**src/hw/sahc_consts.svh**
```systemverilog
// Constants for the APPROXIMATION_REGISTER converter control block
// What this block does
// - Start conversion on convert_start_n falling edge only with chip select low.
// - Drive data outputs only while read and chip select are both low.
// - Busy output low during conversion, high otherwise.
// - Result valid in output latches when busy rises.
// - Sleep low forces lowest power and reference_ready low.
// - Reference_ready rises only after reference settles following sleep release.
// - Reference wake-up delay is about 4.2 ms.
// - Nap low shuts down all but reference; host waits 620 ns after release.
// - High byte select: bits 11..8 on low four lines, upper four low.
// - Byte variant: straight binary unipolar, offset binary bipolar.
// - Full-width variant: bipolar results in two's complement.
// - Full-width variant: twelve bits in parallel, bit 11 most significant.
// - Strap for negative supply selects unipolar or bipolar.
// - Approximation register cleared at start of every conversion.
// - Start edges ignored during conversion; no abort or restart.
// - Bits decided one per step, most significant first.
// - Completed register copied into output latches at conversion end.
// - Conversion steps timed by internal clock only.
// - Conversion takes about 6 us.
`ifndef SAHC_CONSTS_SVH
`define SAHC_CONSTS_SVH
`define SAHC_CLK_PERIOD_NS   10
`define SAHC_CONV_TIME_NS    6000
`define SAHC_WAKE_TIME_US    4200
`define SAHC_NAP_WAKE_NS     620
`define SAHC_RES_BITS        12
`define SAHC_MSB_IDX         11
`define SAHC_BYTE_BITS       8
`define SAHC_NIBBLE_BITS     4
`define SAHC_CONV_CYCLES     (`SAHC_CONV_TIME_NS / `SAHC_CLK_PERIOD_NS)
`define SAHC_WAKE_CYCLES     (`SAHC_WAKE_TIME_US * 1000 / `SAHC_CLK_PERIOD_NS)
`define SAHC_NAP_CYCLES      ((`SAHC_NAP_WAKE_NS + `SAHC_CLK_PERIOD_NS - 1) / `SAHC_CLK_PERIOD_NS)
`endif

```
**src/hw/sahc_pkg.sv**
```systemverilog
// Types for the APPROXIMATION_REGISTER converter control block
`default_nettype none
package sahc_pkg;
    typedef enum logic [1:0] {SAHC_IDLE, SAHC_SETTLE, SAHC_DECIDE, SAHC_FINISH} sahc_state_t;
endpackage : sahc_pkg
`default_nettype wire

```
**src/hw/sahc_top.sv**
```systemverilog
// Conversion control, result latch and three-state readout
`include "sahc_consts.svh"
`default_nettype none
module sahc_top #(
    parameter int RES_BITS     = `SAHC_RES_BITS,
    parameter int CONV_CYCLES  = `SAHC_CONV_CYCLES,
    parameter int WAKE_CYCLES  = `SAHC_WAKE_CYCLES,
    parameter int NAP_CYCLES   = `SAHC_NAP_CYCLES,
    parameter bit BYTE_VARIANT = 1'b0
) (
    input  wire logic                clock_i,
    input  wire logic                rst_n_i,
    input  wire logic                chip_select_n_i,
    input  wire logic                read_n_i,
    input  wire logic                convert_start_n_i,
    input  wire logic                upper_byte_select_i,
    input  wire logic                sleep_n_i,
    input  wire logic                nap_n_i,
    input  wire logic                bipolar_strap_i,
    input  wire logic                comparator_i,
    output logic [RES_BITS-1:0]      data_o,
    output logic [RES_BITS-1:0]      data_oe_o,
    output logic                     busy_n_o,
    output logic                     reference_ready_o,
    output logic [RES_BITS-1:0]      trial_word_o,
    output logic                     sample_hold_o,
    output logic                     powered_down_o,
    output logic                     core_awake_o
);
    // One settle slot plus one slot per result bit fills the conversion time
    localparam int STEP_CYCLES = CONV_CYCLES / (RES_BITS + 1);
    localparam int CNT_W       = $clog2(WAKE_CYCLES + 1);
    localparam int STEP_W      = $clog2(STEP_CYCLES + 1);
    localparam int NAP_W       = $clog2(NAP_CYCLES + 1);

    // Datapath slices assume twelve bits; each counter needs a nonzero load
    if (RES_BITS != `SAHC_RES_BITS || STEP_CYCLES < 1 || NAP_CYCLES < 1
        || WAKE_CYCLES < 1) begin : g_bad_params
        $error("sahc_top: unsupported parameters");
    end

    // Input synchronisers, two flops each
    logic [6:0] sync1_r;
    logic [6:0] sync2_r;
    logic [6:0] raw_in;
    assign raw_in = {comparator_i, bipolar_strap_i, nap_n_i, sleep_n_i,
                     upper_byte_select_i, convert_start_n_i, read_n_i ^ 1'b0};
    logic cs_in;
    assign cs_in = chip_select_n_i;
    logic cs1_r;
    logic cs2_r;

    always_ff @(posedge clock_i or negedge rst_n_i) begin
        if (!rst_n_i) begin
            sync1_r <= 7'h1F;
            sync2_r <= 7'h1F;
            cs1_r   <= 1'b1;
            cs2_r   <= 1'b1;
        end else begin
            sync1_r <= raw_in;
            sync2_r <= sync1_r;
            cs1_r   <= cs_in;
            cs2_r   <= cs1_r;
        end
    end

    logic rd_s;
    logic cv_s;
    logic hb_s;
    logic sl_s;
    logic np_s;
    logic bp_s;
    logic cmp_s;
    assign rd_s  = sync2_r[0];
    assign cv_s  = sync2_r[1];
    assign hb_s  = sync2_r[2];
    assign sl_s  = sync2_r[3];
    assign np_s  = sync2_r[4];
    assign bp_s  = sync2_r[5];
    assign cmp_s = sync2_r[6];

    // Conversion state
    sahc_pkg::sahc_state_t state_r, state_nxt;
    logic                cv_d_r, cv_d_nxt;
    logic [RES_BITS-1:0] sar_r, sar_nxt;
    logic [RES_BITS-1:0] latch_r, latch_nxt;
    logic [3:0]          bit_r, bit_nxt;
    logic [STEP_W-1:0]   step_r, step_nxt;
    logic                busy_n_r, busy_n_nxt;
    logic                bip_r, bip_nxt;
    logic                start_evt;

    // Chip-select and power-mode gating of the start edge
    assign start_evt = cv_d_r && !cv_s && !cs2_r && sl_s && core_awake_o;

    always_comb begin
        state_nxt  = state_r;
        cv_d_nxt   = cv_s;
        sar_nxt    = sar_r;
        latch_nxt  = latch_r;
        bit_nxt    = bit_r;
        step_nxt   = step_r;
        busy_n_nxt = busy_n_r;
        bip_nxt    = bip_r;
        unique case (state_r)
            sahc_pkg::SAHC_IDLE: begin
                busy_n_nxt = 1'b1;
                bip_nxt    = bp_s;
                if (start_evt) begin
                    sar_nxt    = '0;
                    sar_nxt[`SAHC_MSB_IDX] = 1'b1;
                    bit_nxt    = 4'(`SAHC_MSB_IDX);
                    step_nxt   = STEP_W'(STEP_CYCLES - 1);
                    busy_n_nxt = 1'b0;
                    state_nxt  = sahc_pkg::SAHC_SETTLE;
                end
            end
            sahc_pkg::SAHC_SETTLE: begin
                // Acquisition hold-off before first decision; start edges ignored
                if (step_r == '0) begin
                    step_nxt  = STEP_W'(STEP_CYCLES - 1);
                    state_nxt = sahc_pkg::SAHC_DECIDE;
                end else begin
                    step_nxt = step_r - STEP_W'(1);
                end
            end
            sahc_pkg::SAHC_DECIDE: begin
                if (step_r == '0) begin
                    // Keep trial bit if input above DAC, MSB first
                    sar_nxt[bit_r] = cmp_s;
                    step_nxt = STEP_W'(STEP_CYCLES - 1);
                    if (bit_r == 4'h0) begin
                        state_nxt = sahc_pkg::SAHC_FINISH;
                    end else begin
                        sar_nxt[bit_r - 4'h1] = 1'b1;
                        bit_nxt = bit_r - 4'h1;
                    end
                end else begin
                    step_nxt = step_r - STEP_W'(1);
                end
            end
            sahc_pkg::SAHC_FINISH: begin
                // Format per variant: two's complement flips MSB of offset binary
                latch_nxt = sar_r;
                if (bip_r && !BYTE_VARIANT) begin
                    latch_nxt[`SAHC_MSB_IDX] = ~sar_r[`SAHC_MSB_IDX];
                end
                busy_n_nxt = 1'b1;
                state_nxt  = sahc_pkg::SAHC_IDLE;
            end
        endcase
    end

    always_ff @(posedge clock_i or negedge rst_n_i) begin
        if (!rst_n_i) begin
            state_r  <= sahc_pkg::SAHC_IDLE;
            cv_d_r   <= 1'b1;
            sar_r    <= '0;
            latch_r  <= '0;
            bit_r    <= 4'h0;
            step_r   <= '0;
            busy_n_r <= 1'b1;
            bip_r    <= 1'b0;
        end else begin
            state_r  <= state_nxt;
            cv_d_r   <= cv_d_nxt;
            sar_r    <= sar_nxt;
            latch_r  <= latch_nxt;
            bit_r    <= bit_nxt;
            step_r   <= step_nxt;
            busy_n_r <= busy_n_nxt;
            bip_r    <= bip_nxt;
        end
    end

    // Power modes
    logic [CNT_W-1:0] wake_r, wake_nxt;
    logic [NAP_W-1:0] nap_r, nap_nxt;
    logic             ref_rdy_r, ref_rdy_nxt;
    logic             awake_r, awake_nxt;

    always_comb begin
        wake_nxt    = wake_r;
        ref_rdy_nxt = ref_rdy_r;
        nap_nxt     = nap_r;
        awake_nxt   = awake_r;
        if (!sl_s) begin
            wake_nxt    = '0;
            ref_rdy_nxt = 1'b0;
        end else if (!ref_rdy_r) begin
            if (wake_r == CNT_W'(WAKE_CYCLES - 1)) begin
                ref_rdy_nxt = 1'b1;
            end else begin
                wake_nxt = wake_r + CNT_W'(1);
            end
        end
        if (!np_s || !sl_s) begin
            nap_nxt   = '0;
            awake_nxt = 1'b0;
        end else if (!awake_r) begin
            if (nap_r == NAP_W'(NAP_CYCLES - 1)) begin
                awake_nxt = 1'b1;
            end else begin
                nap_nxt = nap_r + NAP_W'(1);
            end
        end
    end

    always_ff @(posedge clock_i or negedge rst_n_i) begin
        if (!rst_n_i) begin
            wake_r    <= '0;
            ref_rdy_r <= 1'b0;
            nap_r     <= '0;
            awake_r   <= 1'b0;
        end else begin
            wake_r    <= wake_nxt;
            ref_rdy_r <= ref_rdy_nxt;
            nap_r     <= nap_nxt;
            awake_r   <= awake_nxt;
        end
    end

    // Readout drivers
    logic [RES_BITS-1:0] dout_nxt;
    logic [RES_BITS-1:0] doe_nxt;
    logic                en;
    assign en = !rd_s && !cs2_r;

    // Fed from the next latch value so the result arrives with the busy rise
    always_comb begin
        dout_nxt = latch_nxt;
        doe_nxt  = en ? '1 : '0;
        if (BYTE_VARIANT) begin
            // Lines above the byte are never driven in the byte-wide variant
            doe_nxt[RES_BITS-1:`SAHC_BYTE_BITS] = '0;
            dout_nxt = '0;
            if (hb_s) begin
                dout_nxt[`SAHC_NIBBLE_BITS-1:0] =
                    latch_nxt[`SAHC_MSB_IDX:`SAHC_BYTE_BITS];
            end else begin
                dout_nxt[`SAHC_BYTE_BITS-1:0] = latch_nxt[`SAHC_BYTE_BITS-1:0];
            end
        end
    end

    always_ff @(posedge clock_i or negedge rst_n_i) begin
        if (!rst_n_i) begin
            data_o            <= '0;
            data_oe_o         <= '0;
            busy_n_o          <= 1'b1;
            reference_ready_o <= 1'b0;
            trial_word_o      <= '0;
            sample_hold_o     <= 1'b0;
            powered_down_o    <= 1'b1;
            core_awake_o      <= 1'b0;
        end else begin
            data_o            <= dout_nxt;
            data_oe_o         <= doe_nxt;
            busy_n_o          <= busy_n_nxt;
            reference_ready_o <= ref_rdy_nxt;
            trial_word_o      <= sar_nxt;
            sample_hold_o     <= (state_nxt != sahc_pkg::SAHC_IDLE);
            powered_down_o    <= !sl_s;
            core_awake_o      <= awake_nxt;
        end
    end
endmodule : sahc_top
`default_nettype wire

```
**config.mk**
```make
export PLATFORM = sky130hd
export DESIGN_NAME = sahc_top
export DESIGN_NICKNAME = d
export VERILOG_FILES = /design/src/hw/sahc_pkg.sv /design/src/hw/sahc_top.sv
export VERILOG_INCLUDE_DIRS = /design/src /design/src/hw
export SDC_FILE = /design/constraint.sdc
export NUM_CORES = 1
export LEC_CHECK = 0
export BUFFER_PORTS_ARGS = -buffer_cell sky130_fd_sc_hd__buf_4
export CORE_ASPECT_RATIO = 0.75
export CORE_MARGIN = 5
export CORE_UTILIZATION = 25
export CTS_BUF_LIST = sky130_fd_sc_hd__clkbuf_4
export DETAILED_ROUTE_END_ITERATION = 7
export GPL_TIMING_DRIVEN = 0
export HOLD_SLACK_MARGIN = 0.08
export PLACE_DENSITY = 0.4
export SYNTH_ARGS = -nofsm -noshare
export SYNTH_HDL_FRONTEND = slang
export SYNTH_SLANG_ARGS = --single-unit
```
**constraint.sdc**
```tcl
create_clock -name clock_i -period 1.79 [get_ports clock_i]
set_clock_uncertainty 0.1 [all_clocks]
set_input_delay 0.0895 -clock clock_i [delete_from_list [all_inputs] [get_ports clock_i]]
set_output_delay 0.0895 -clock clock_i [all_outputs]
set_load 0.01 [all_outputs]
```
==> qor.txt, run 1 <==
register area = 2100 um^2
post-layout min period = 1.84 ns
RD Place Congestion = 0.821
Post-synth EDFFs = 0
Synth Area in XOR/XNOR = 3.19%
grt total ovfl = 0
DR vias/cell = 4.58
GRT Util Overall = 11.0%
# setup viols final = 4
CP required = 2.02 ns
Netlist cell types = 63
peak supply drop = 0.000362 V
routed length per placed instance = 14.6 um
portion of netlist area occupied by mux cells = 4.49%
Num CTS Buffers = 9
RSZ-0062 raised after global routing = true
Reg clk slew, reported paths = 0.16 ns
Die Span Y = 121 um
via count of the first global-routing pass = 3175
synthesized net count = 430
# DRC = 0
I/O pin total = 51
Data arrival, critical path = 2.07 ns
H-tree depth = 3
via count = 3261
Post-Synth Simple-Gate Area = 18.6%
# fillers = 1656
Core Util, Final = 33.7%
Starting Density = 25.6%
number of clock sinks = 83
Setup CP Type = flop to flop
Die Wd = 158 um
post-synthesis compound-gate area fraction = 13.5%
CTS tree = done
number of antenna violations at the first check in global routing = 0
dpl hpwl = 6650 um
Critical Path Fanout Max = 4
Setup crit end kind = flop
fmax = 0.544 GHz
proportion of layout cells with a drive suffix above 1 = 37.8%
post-synthesis adder-cell area fraction = 4.25%
worst setup margin = -0.0483 ns
Rows = 40
Pwr per Cell Area = 633 nW/um^2
sequential element share of the synthesized area = 50.8%
antenna-violating nets left = 0
mapped cell area = 4120 um^2
clock buffer depth = 2
Design Power = 3.43 mW
max-slew violation count = 0
synthesized area per cell = 10.2 um^2
DR iter-0 viols = 176
Slew @ Worst Pin = 1.09 ns
largest family of logic cells by synthesized area = simple AND/OR/NAND/NOR gates
final wirelength = 10400 um
dpl cells = 665
status = finished, violations left
Synthesis Warnings = 0
drt pass-1 iters = 4
global-route wire length before repair = 16800 um
leakage power = 2.48 nW
ANT cells = 0
final period utilization = 103%
failing checks = setup timing
Core Region = 16100 um^2
CTS Root Cell = clkbuf_4
die area = 19200 um^2
max-cap check violation count = 0
largest net degree at the start of global routing = 84
Yosys reg bits = 83
worst hold path class = input port to flop
Buffers on Ports = 49
nature of the critical path startpoint = flop
post-synthesis async set-or-reset flop share = 100%
final hold viol count = 0
fin nets = 521
Synth Flop Type = dfrtp_1
combined area of the multi-input logic cells = 1990 um^2
Clock Latency Late Sink = 0.44 ns
cells after synthesis = 406
Worst slew margin = 27.0%
Non-Filler Instances = 712
area grow syn2layout = 31.5%
[per-stage QoR]
stage / setup TNS (ns) / hold slack [ns] / instance area, um^2 / worst slack (ns)
2_1_floorplan: 0 / -0.306 / 4120 / 0.0411
3_3_place_gp: -7.27 / 0.0990 / 4750 / -0.321
3_5_place_dp: -7.85 / 0.0990 / 4750 / -0.360
4_1_cts: -0.385 / 0.143 / 5210 / -0.0795
5_1_grt: -1.74 / 0.131 / 5420 / -0.156
6_report: -0.163 / 0.182 / 5420 / -0.0483
[power breakdown]
| group | total (mW) | internal, mW | leakage, nW | switching [mW] |
|---|---|---|---|---|
| registers | 1.93 | 1.91 | 1.09 | 0.0176 |
| logic | 0.163 | 0.0743 | 1.30 | 0.0883 |
| clock network | 1.34 | 0.591 | 0.0930 | 0.748 |
[metal layers]
layer  vias up  routed length [um]  global-route usage [%]  part of all wire, %
li1       1605                   -                       -                    -
met1      1605                5100                    15.7                   49
met2        40                4830                    16.3                   47
met3        11                 325                    2.85                  3.1
met4         0                 119                    2.77                  1.1
met5         -                   0                       0                    0
[synthesized netlist by cell type, types with 3 or more instances]
library cell  instances  area, um^2
clkbuf_1              6        22.5
buf_4                11        82.6
and3_1               15        93.8
nand2b_1              4        25.0
nor2_1               39         146
or3_1                 7        43.8
buf_2                 9        45.0
nor2_2                3        18.8
nand3_1              10        50.1
ha_1                 14         175
a21oi_1              20         100
xor2_1                9        78.8
o21ai_0              21         105
dfrtp_1              70        1750
a221oi_1              6        52.6
inv_1                14        52.6
o22ai_1               4        25.0
dfstp_2              13         342
nand3b_1              3        22.5
nand4_1               5        31.3
a31oi_1               3        18.8
nand2_1              42         158
a31o_2                3        26.3
mux2i_1               5        50.1
nor4_1                3        18.8
xnor2_1               6        52.6
mux2_2               12         135
nor3_1                5        25.0
[cells in the final DEF (no fill, tap or decap), types with 4 or more instances in the layout]
cell	count
buf_4	81
dfrtp_1	66
nand2_1	41
nor2_1	37
a21oi_1	18
o21ai_0	18
dfstp_2	13
and3_1	12
mux2_2	12
inv_1	11
nand3_1	9
xor2_1	9
ha_1	9
clkbuf_4	9
dlygate4sd3_1	8
buf_6	6
xnor2_1	6
buf_2	6
or3_1	6
nor3_1	5
nand4_1	5
mux2i_1	5
nor2_2	4
nand2b_1	4
a221oi_1	4
o21ai_1	4
ha_2	4
dfrtp_2	4
[cell families (layout without fill, tap and decap cells)]
kind of cell / after synthesis / in the layout
and+or+nand+nor: 150 / 150
AOI/OAI and AO/OA: 84 / 84
DFF: 83 / 83
buffers and inverters: 43 / 139
muxes: 17 / 17
xor gates and xnor gates: 15 / 15
adders and majority gates: 14 / 14
[registers in the layout (all words and copies together) (netlist names), 2 cells and up]
signal and cells:
wake_r 19, data_o 12, trial_word_o 12, nap_r 6
step_r 6, sync1_r 6, sync2_r 6, bit_r 4
state_r 2
[worst max-delay path, stage by stage, from the launching register on]
cell,delay (ns)
dfstp_2,0.56
nand3b_1,0.13
o21a_1,0.26
buf_6,0.14
a211oi_4,0.28
o21ai_1,0.11
o2bb2ai_1,0.13
[worst paths after layout]
check / startpoint / end / slack [ns] / cells past startpoint
worst max-delay path: sync2_r[3] / bit_r[2] / -0.05 / 6
worst min-delay path: nap_n_i / sync1_r[4] / 0.18 / 2
worst max register to register: sync2_r[3] / bit_r[2] / -0.05 / 6
worst min register to register: sync1_r[6] / sync2_r[6] / 0.27 / 0
max in group asynchronous: rst_n_i / bit_r[1] / 0.57 / 2
min in group asynchronous: rst_n_i / step_r[3] / 0.28 / 2
[area by class of cell]
cell class / count / share of cell area (%)
sequential: 83 / 38.7
multi-input combinational: 280 / 36.8
timing repair buffer: 81 / 11.7
tap: 210 / 4.84
buffer: 27 / 3.74
clock inverter: 7 / 1.96
clock buffer: 9 / 1.25
inverter: 15 / 1.08
[what timing repair did]
action                                  CTS  global route
hold endpoints to repair                 77             0
gates cloned                              2             0
gates resized for setup                  33            32
endpoints found under the setup margin   41            42
buffers inserted                         11            11
hold buffers                              8             0
pin swaps                                 5            10
(Power assumes the default switching activity.)
==> run 2: changes to the inputs <==
--- a/config.mk
+++ b/config.mk
@@ -10,7 +10,6 @@
 export CORE_ASPECT_RATIO = 0.75
 export CORE_MARGIN = 5
 export CORE_UTILIZATION = 25
-export CTS_BUF_LIST = sky130_fd_sc_hd__clkbuf_4
 export DETAILED_ROUTE_END_ITERATION = 7
 export GPL_TIMING_DRIVEN = 0
 export HOLD_SLACK_MARGIN = 0.08
==> qor.txt, run 2 (synthesis gave the netlist of run 1 again) <==
# DRC = 0
leakage power = 2.50 nW
I/O pin total = 51
status = finished, violations left
clock buffer depth = 2
drt pass-1 iters = 4
fmax = 0.536 GHz
Reg clk slew, reported paths = 0.07 ns
CTS Root Cell = clkbuf_16
CP required = 1.90 ns
final hold viol count = 0
Non-Filler Instances = 701
most frequent cells in the layout = 72 x buf_4, 68 x dfrtp_1, 38 x nor2_1, 38 x nand2_1, 19 x a21oi_1
Largest Register = wake_r
peak supply drop = 0.000368 V
routed length per placed instance = 14.3 um
grt total ovfl = 0
die area = 19200 um^2
Pwr per Cell Area = 750 nW/um^2
Clock Latency Late Sink = 0.34 ns
ANT cells = 0
WHS = 0.249 ns
GRT Util Overall = 10.6%
worst hold path class = flop to flop
dpl hpwl = 6650 um
max reg flops = 19
DR vias/cell = 4.56
Buffers on Ports = 49
final period utilization = 104%
H-tree depth = 3
antenna-violating nets left = 0
largest net degree at the start of global routing = 84
Worst slew margin = 25.7%
Core Region = 16100 um^2
number of clock sinks = 83
failing checks = setup timing
dpl cells = 665
Starting Density = 25.6%
RD Place Congestion = 0.821
number of antenna violations at the first check in global routing = 0
Setup CP Type = flop to flop
max-cap check violation count = 0
# setup viols final = 5
Setup crit end kind = flop
CTS tree = done
Die Span Y = 121 um
Num CTS Buffers = 9
final wirelength = 10000 um
Slew @ Worst Pin = 1.11 ns
worst setup margin = -0.0765 ns
Rows = 40
Critical Path Fanout Max = 5
fin nets = 510
max-slew violation count = 0
via count = 3197
DR iter-0 viols = 163
RSZ-0062 raised after global routing = true
via count of the first global-routing pass = 3142
area grow syn2layout = 33.3%
nature of the critical path startpoint = flop
proportion of layout cells with a drive suffix above 1 = 36.5%
biggest regs = wake_r: 19 flops, data_o: 12 flops, trial_word_o: 12 flops
post-layout min period = 1.87 ns
global-route wire length before repair = 16400 um
most common cell after layout, fill and taps aside = buf_4
Data arrival, critical path = 1.98 ns
Die Wd = 158 um
run 2: cell count changes in the layout (fill, tap and decap cells not counted), sizes merged:
cell    change
buf        -10
bufinv      -1
run 2: layout make-up:
class                   count  area [um^2]
flip-flops and latches     83         2100
well taps                 210          263
clock buffers              10          250
multi-input cells         280         2010
repair buffers             70          547
plain buffers              27          199
clock inverters             6         76.3
fillers                  1659        10600
inverters                  15         58.8
run 2: layer usage:
layer | part of all wire, % | up-vias | global-route usage [%]
met4 | 0.59 | 0 | 2.08
met3 | 3.1 | 6 | 2.85
met1 | 50 | 1576 | 15.1
li1 | - | 1581 | -
met5 | 0 | - | 0
met2 | 47 | 34 | 16.4
run 2: metrics by stage:
step | setup TNS [ns] | utilization (%) | instance area, um^2 | power (mW) | setup WS (ns)
after floorplan | 0 | - | 4120 | 2.02 | 0.0411
final | -0.204 | 34.1 | 5500 | 4.12 | -0.0765
after global routing | -1.33 | 34.1 | 5500 | 4.30 | -0.132
after global placement | -7.27 | 29.5 | 4750 | 2.11 | -0.321
after detailed placement | -7.85 | 29.5 | 4750 | 2.12 | -0.360
after CTS | -0.151 | 32.7 | 5280 | 4.21 | -0.0417
run 2: timing repair:
item | CTS | global route
hold buffers | 8 | 0
setup endpoints to repair | 39 | 44
resized for setup | 23 | 54
buffers inserted | 7 | 4
pin swaps | 2 | 8
cloned | 0 | 2
endpoints found under the hold margin | 77 | 0
run 2: where the power goes:
part / internal [mW] / leakage (nW) / switching, mW
registers: 1.91 / 1.10 / 0.0176
clock network: 1.19 / 0.161 / 0.835
logic: 0.0742 / 1.25 / 0.0883
total: 3.18 / 2.50 / 0.941
run 2: final timing paths:
check	start	endpoint	cells after the start	slack, ns
worst min register to register	sync1_r[6]	sync2_r[6]	0	0.25
worst max register to register	sync2_r[3]	trial_word_o[8]	6	-0.08
worst max-delay path	sync2_r[3]	trial_word_o[8]	6	-0.08
worst min-delay path	sync1_r[6]	sync2_r[6]	0	0.25
min in group asynchronous	rst_n_i	step_r[3]	2	0.40
max in group asynchronous	rst_n_i	bit_r[1]	2	0.42
run 2: critical path, cell delays in order (launching register included):
cell	delay (ns)
dfstp_2	0.54
nand3b_1	0.16
o21a_2	0.30
a211o_4	0.31
buf_6	0.15
a21oi_2	0.10
o22ai_1	0.08
==> run 3: changes to the inputs <==
==> constraint.sdc (replaced) <==
create_clock -name clock_i -period 1.62 [get_ports clock_i]
set_clock_uncertainty 0.1 [all_clocks]
set_input_delay 0.081 -clock clock_i [delete_from_list [all_inputs] [get_ports clock_i]]
set_output_delay 0.081 -clock clock_i [all_outputs]
set_load 0.01 [all_outputs]
==> qor.txt, run 3 (synthesis gave the netlist of run 1 again) <==
status = finished, violations left
failing checks = setup timing
max-slew violation count = 0
grt total ovfl = 0
nature of the critical path startpoint = flop
Core Util, Final = 36.7%
proportion of layout cells with a drive suffix above 1 = 45.3%
Critical Path Fanout Max = 5
clock power share = 49.2%
final hold viol count = 0
Num CTS Buffers = 9
Non-Filler Instances = 729
setup slack at placement = -0.374 ns
reg-to-reg slack, setup = -0.22 ns
final instance area = 5920 um^2
CP required = 1.73 ns
GRT Util Overall = 11.3%
area grow syn2layout = 43.6%
final period utilization = 114%
biggest regs = wake_r: 19 flops, data_o: 12 flops, trial_word_o: 12 flops
H-tree depth = 3
Worst slew margin = 47.4%
leakage power = 2.66 nW
CTS tree = done
CP startpoint = sync2_r[3]
Data arrival, critical path = 1.96 ns
number of antenna violations at the first check in global routing = 0
Clock Latency Late Sink = 0.34 ns
peak supply drop = 0.000509 V
Hold Crit Start = sync1_r[6]
most common cell after layout, fill and taps aside = buf_4
combined area of the multi-input logic cells = 2170 um^2
clock buffer depth = 2
number of clock sinks = 83
fmax = 0.543 GHz
Rows = 40
antenna-violating nets left = 0
Setup crit end kind = flop
DR vias/cell = 4.58
dpl hpwl = 6900 um
# fillers = 1653
Slew @ Worst Pin = 0.789 ns
post-layout min period = 1.84 ns
Largest Register = wake_r
CTS Root Cell = clkbuf_16
DR iter-0 viols = 151
Design Power = 4.60 mW
global-route wire length before repair = 17200 um
fin nets = 538
Power Internal = 3.65 mW
Setup CP Type = flop to flop
Net Sw Frac = 20.8%
RSZ-0062 raised after global routing = true
final wirelength = 10600 um
Reg clk slew, reported paths = 0.06 ns
die area = 19200 um^2
ANT cells = 0
RD Place Congestion = 0.806
Die Wd = 158 um
most frequent cells in the layout = 93 x buf_4, 65 x dfrtp_1, 39 x nand2_1
I/O pin total = 51
max reg flops = 19
Core Region = 16100 um^2
register area = 2100 um^2
Seq pwr share = 46.4%
worst r2r src = sync2_r[3]
routed length per placed instance = 14.6 um
# DRC = 0
via count of the first global-routing pass = 3353
WHS = 0.248 ns
dpl cells = 665
Starting Density = 25.6%
sw power = 0.958 mW
drt pass-1 iters = 4
via count = 3337
max-cap check violation count = 0
worst setup margin = -0.223 ns
worst hold path class = flop to flop
placed cell area = 4820 um^2
Die Span Y = 121 um
setup_tns = -3.48 ns
Pwr per Cell Area = 778 nW/um^2
# setup viols final = 35
Buffers on Ports = 49
share of total power in combinational logic = 4.4%
largest net degree at the start of global routing = 84
==> run 3: cell types whose count changed in the layout (fill, tap and decap cells not counted), sizes merged <==
cell	previous run	this run
clkinvlp	0	1
buf	85	112
clkinv	3	2
bufinv	1	2
inv	17	14
clkbuf	14	17
==> run 3: critical path: stages (launching register included) <==
cell      delay [ns]
dfstp_2         0.53
nand3b_1        0.16
o21a_4          0.26
a211o_4         0.35
buf_6           0.15
a21oi_2         0.09
o22ai_1         0.08
==> run 3: final timing paths <==
| path | endpoint | cells past startpoint |
|---|---|---|
| hold reg to reg | sync2_r[6] | 0 |
| hold / removal | sync2_r[6] | 0 |
| max in group asynchronous | bit_r[1] | 2 |
| setup / recovery | trial_word_o[8] | 6 |
| setup reg to reg | trial_word_o[8] | 6 |
| min in group asynchronous | step_r[3] | 2 |
==> run 3: area by class of cell <==
| type | count | area share [%] |
|---|---|---|
| timing repair buffer | 97 | 13.3 |
| clock buffer | 12 | 4.33 |
| clock inverter | 4 | 1.23 |
| tap | 210 | 4.44 |
| buffer | 28 | 3.70 |
| multi-input combinational | 280 | 36.6 |
| sequential | 83 | 35.5 |
| inverter | 15 | 0.993 |
==> run 3: routing by layer <==
metal  global-route usage [%]  routed length, um  vias to the layer above
met2                     17.9               4910                       33
li1                         -                  -                     1642
met1                     15.3               5220                     1650
met5                        0                  0                        -
met4                     3.20                126                        0
met3                     3.10                358                       12
==> run 3: power groups by stage <==
stage	Combinational, mW	Sequential, mW	Clock, mW
2_1_floorplan	0.0646	2.17	0
3_3_place_gp	0.163	2.17	0
3_5_place_dp	0.166	2.18	0
4_1_cts	0.203	2.14	2.37
5_1_grt	0.230	2.14	2.42
6_report	0.204	2.14	2.26
==> run 3: what timing repair did <==
item	CTS	global route
hold endpoints to repair	77	0
hold buffers	8	0
setup endpoints to repair	51	57
gates cloned	2	0
buffers inserted	22	17
pin swaps	17	21
resized for setup	46	52
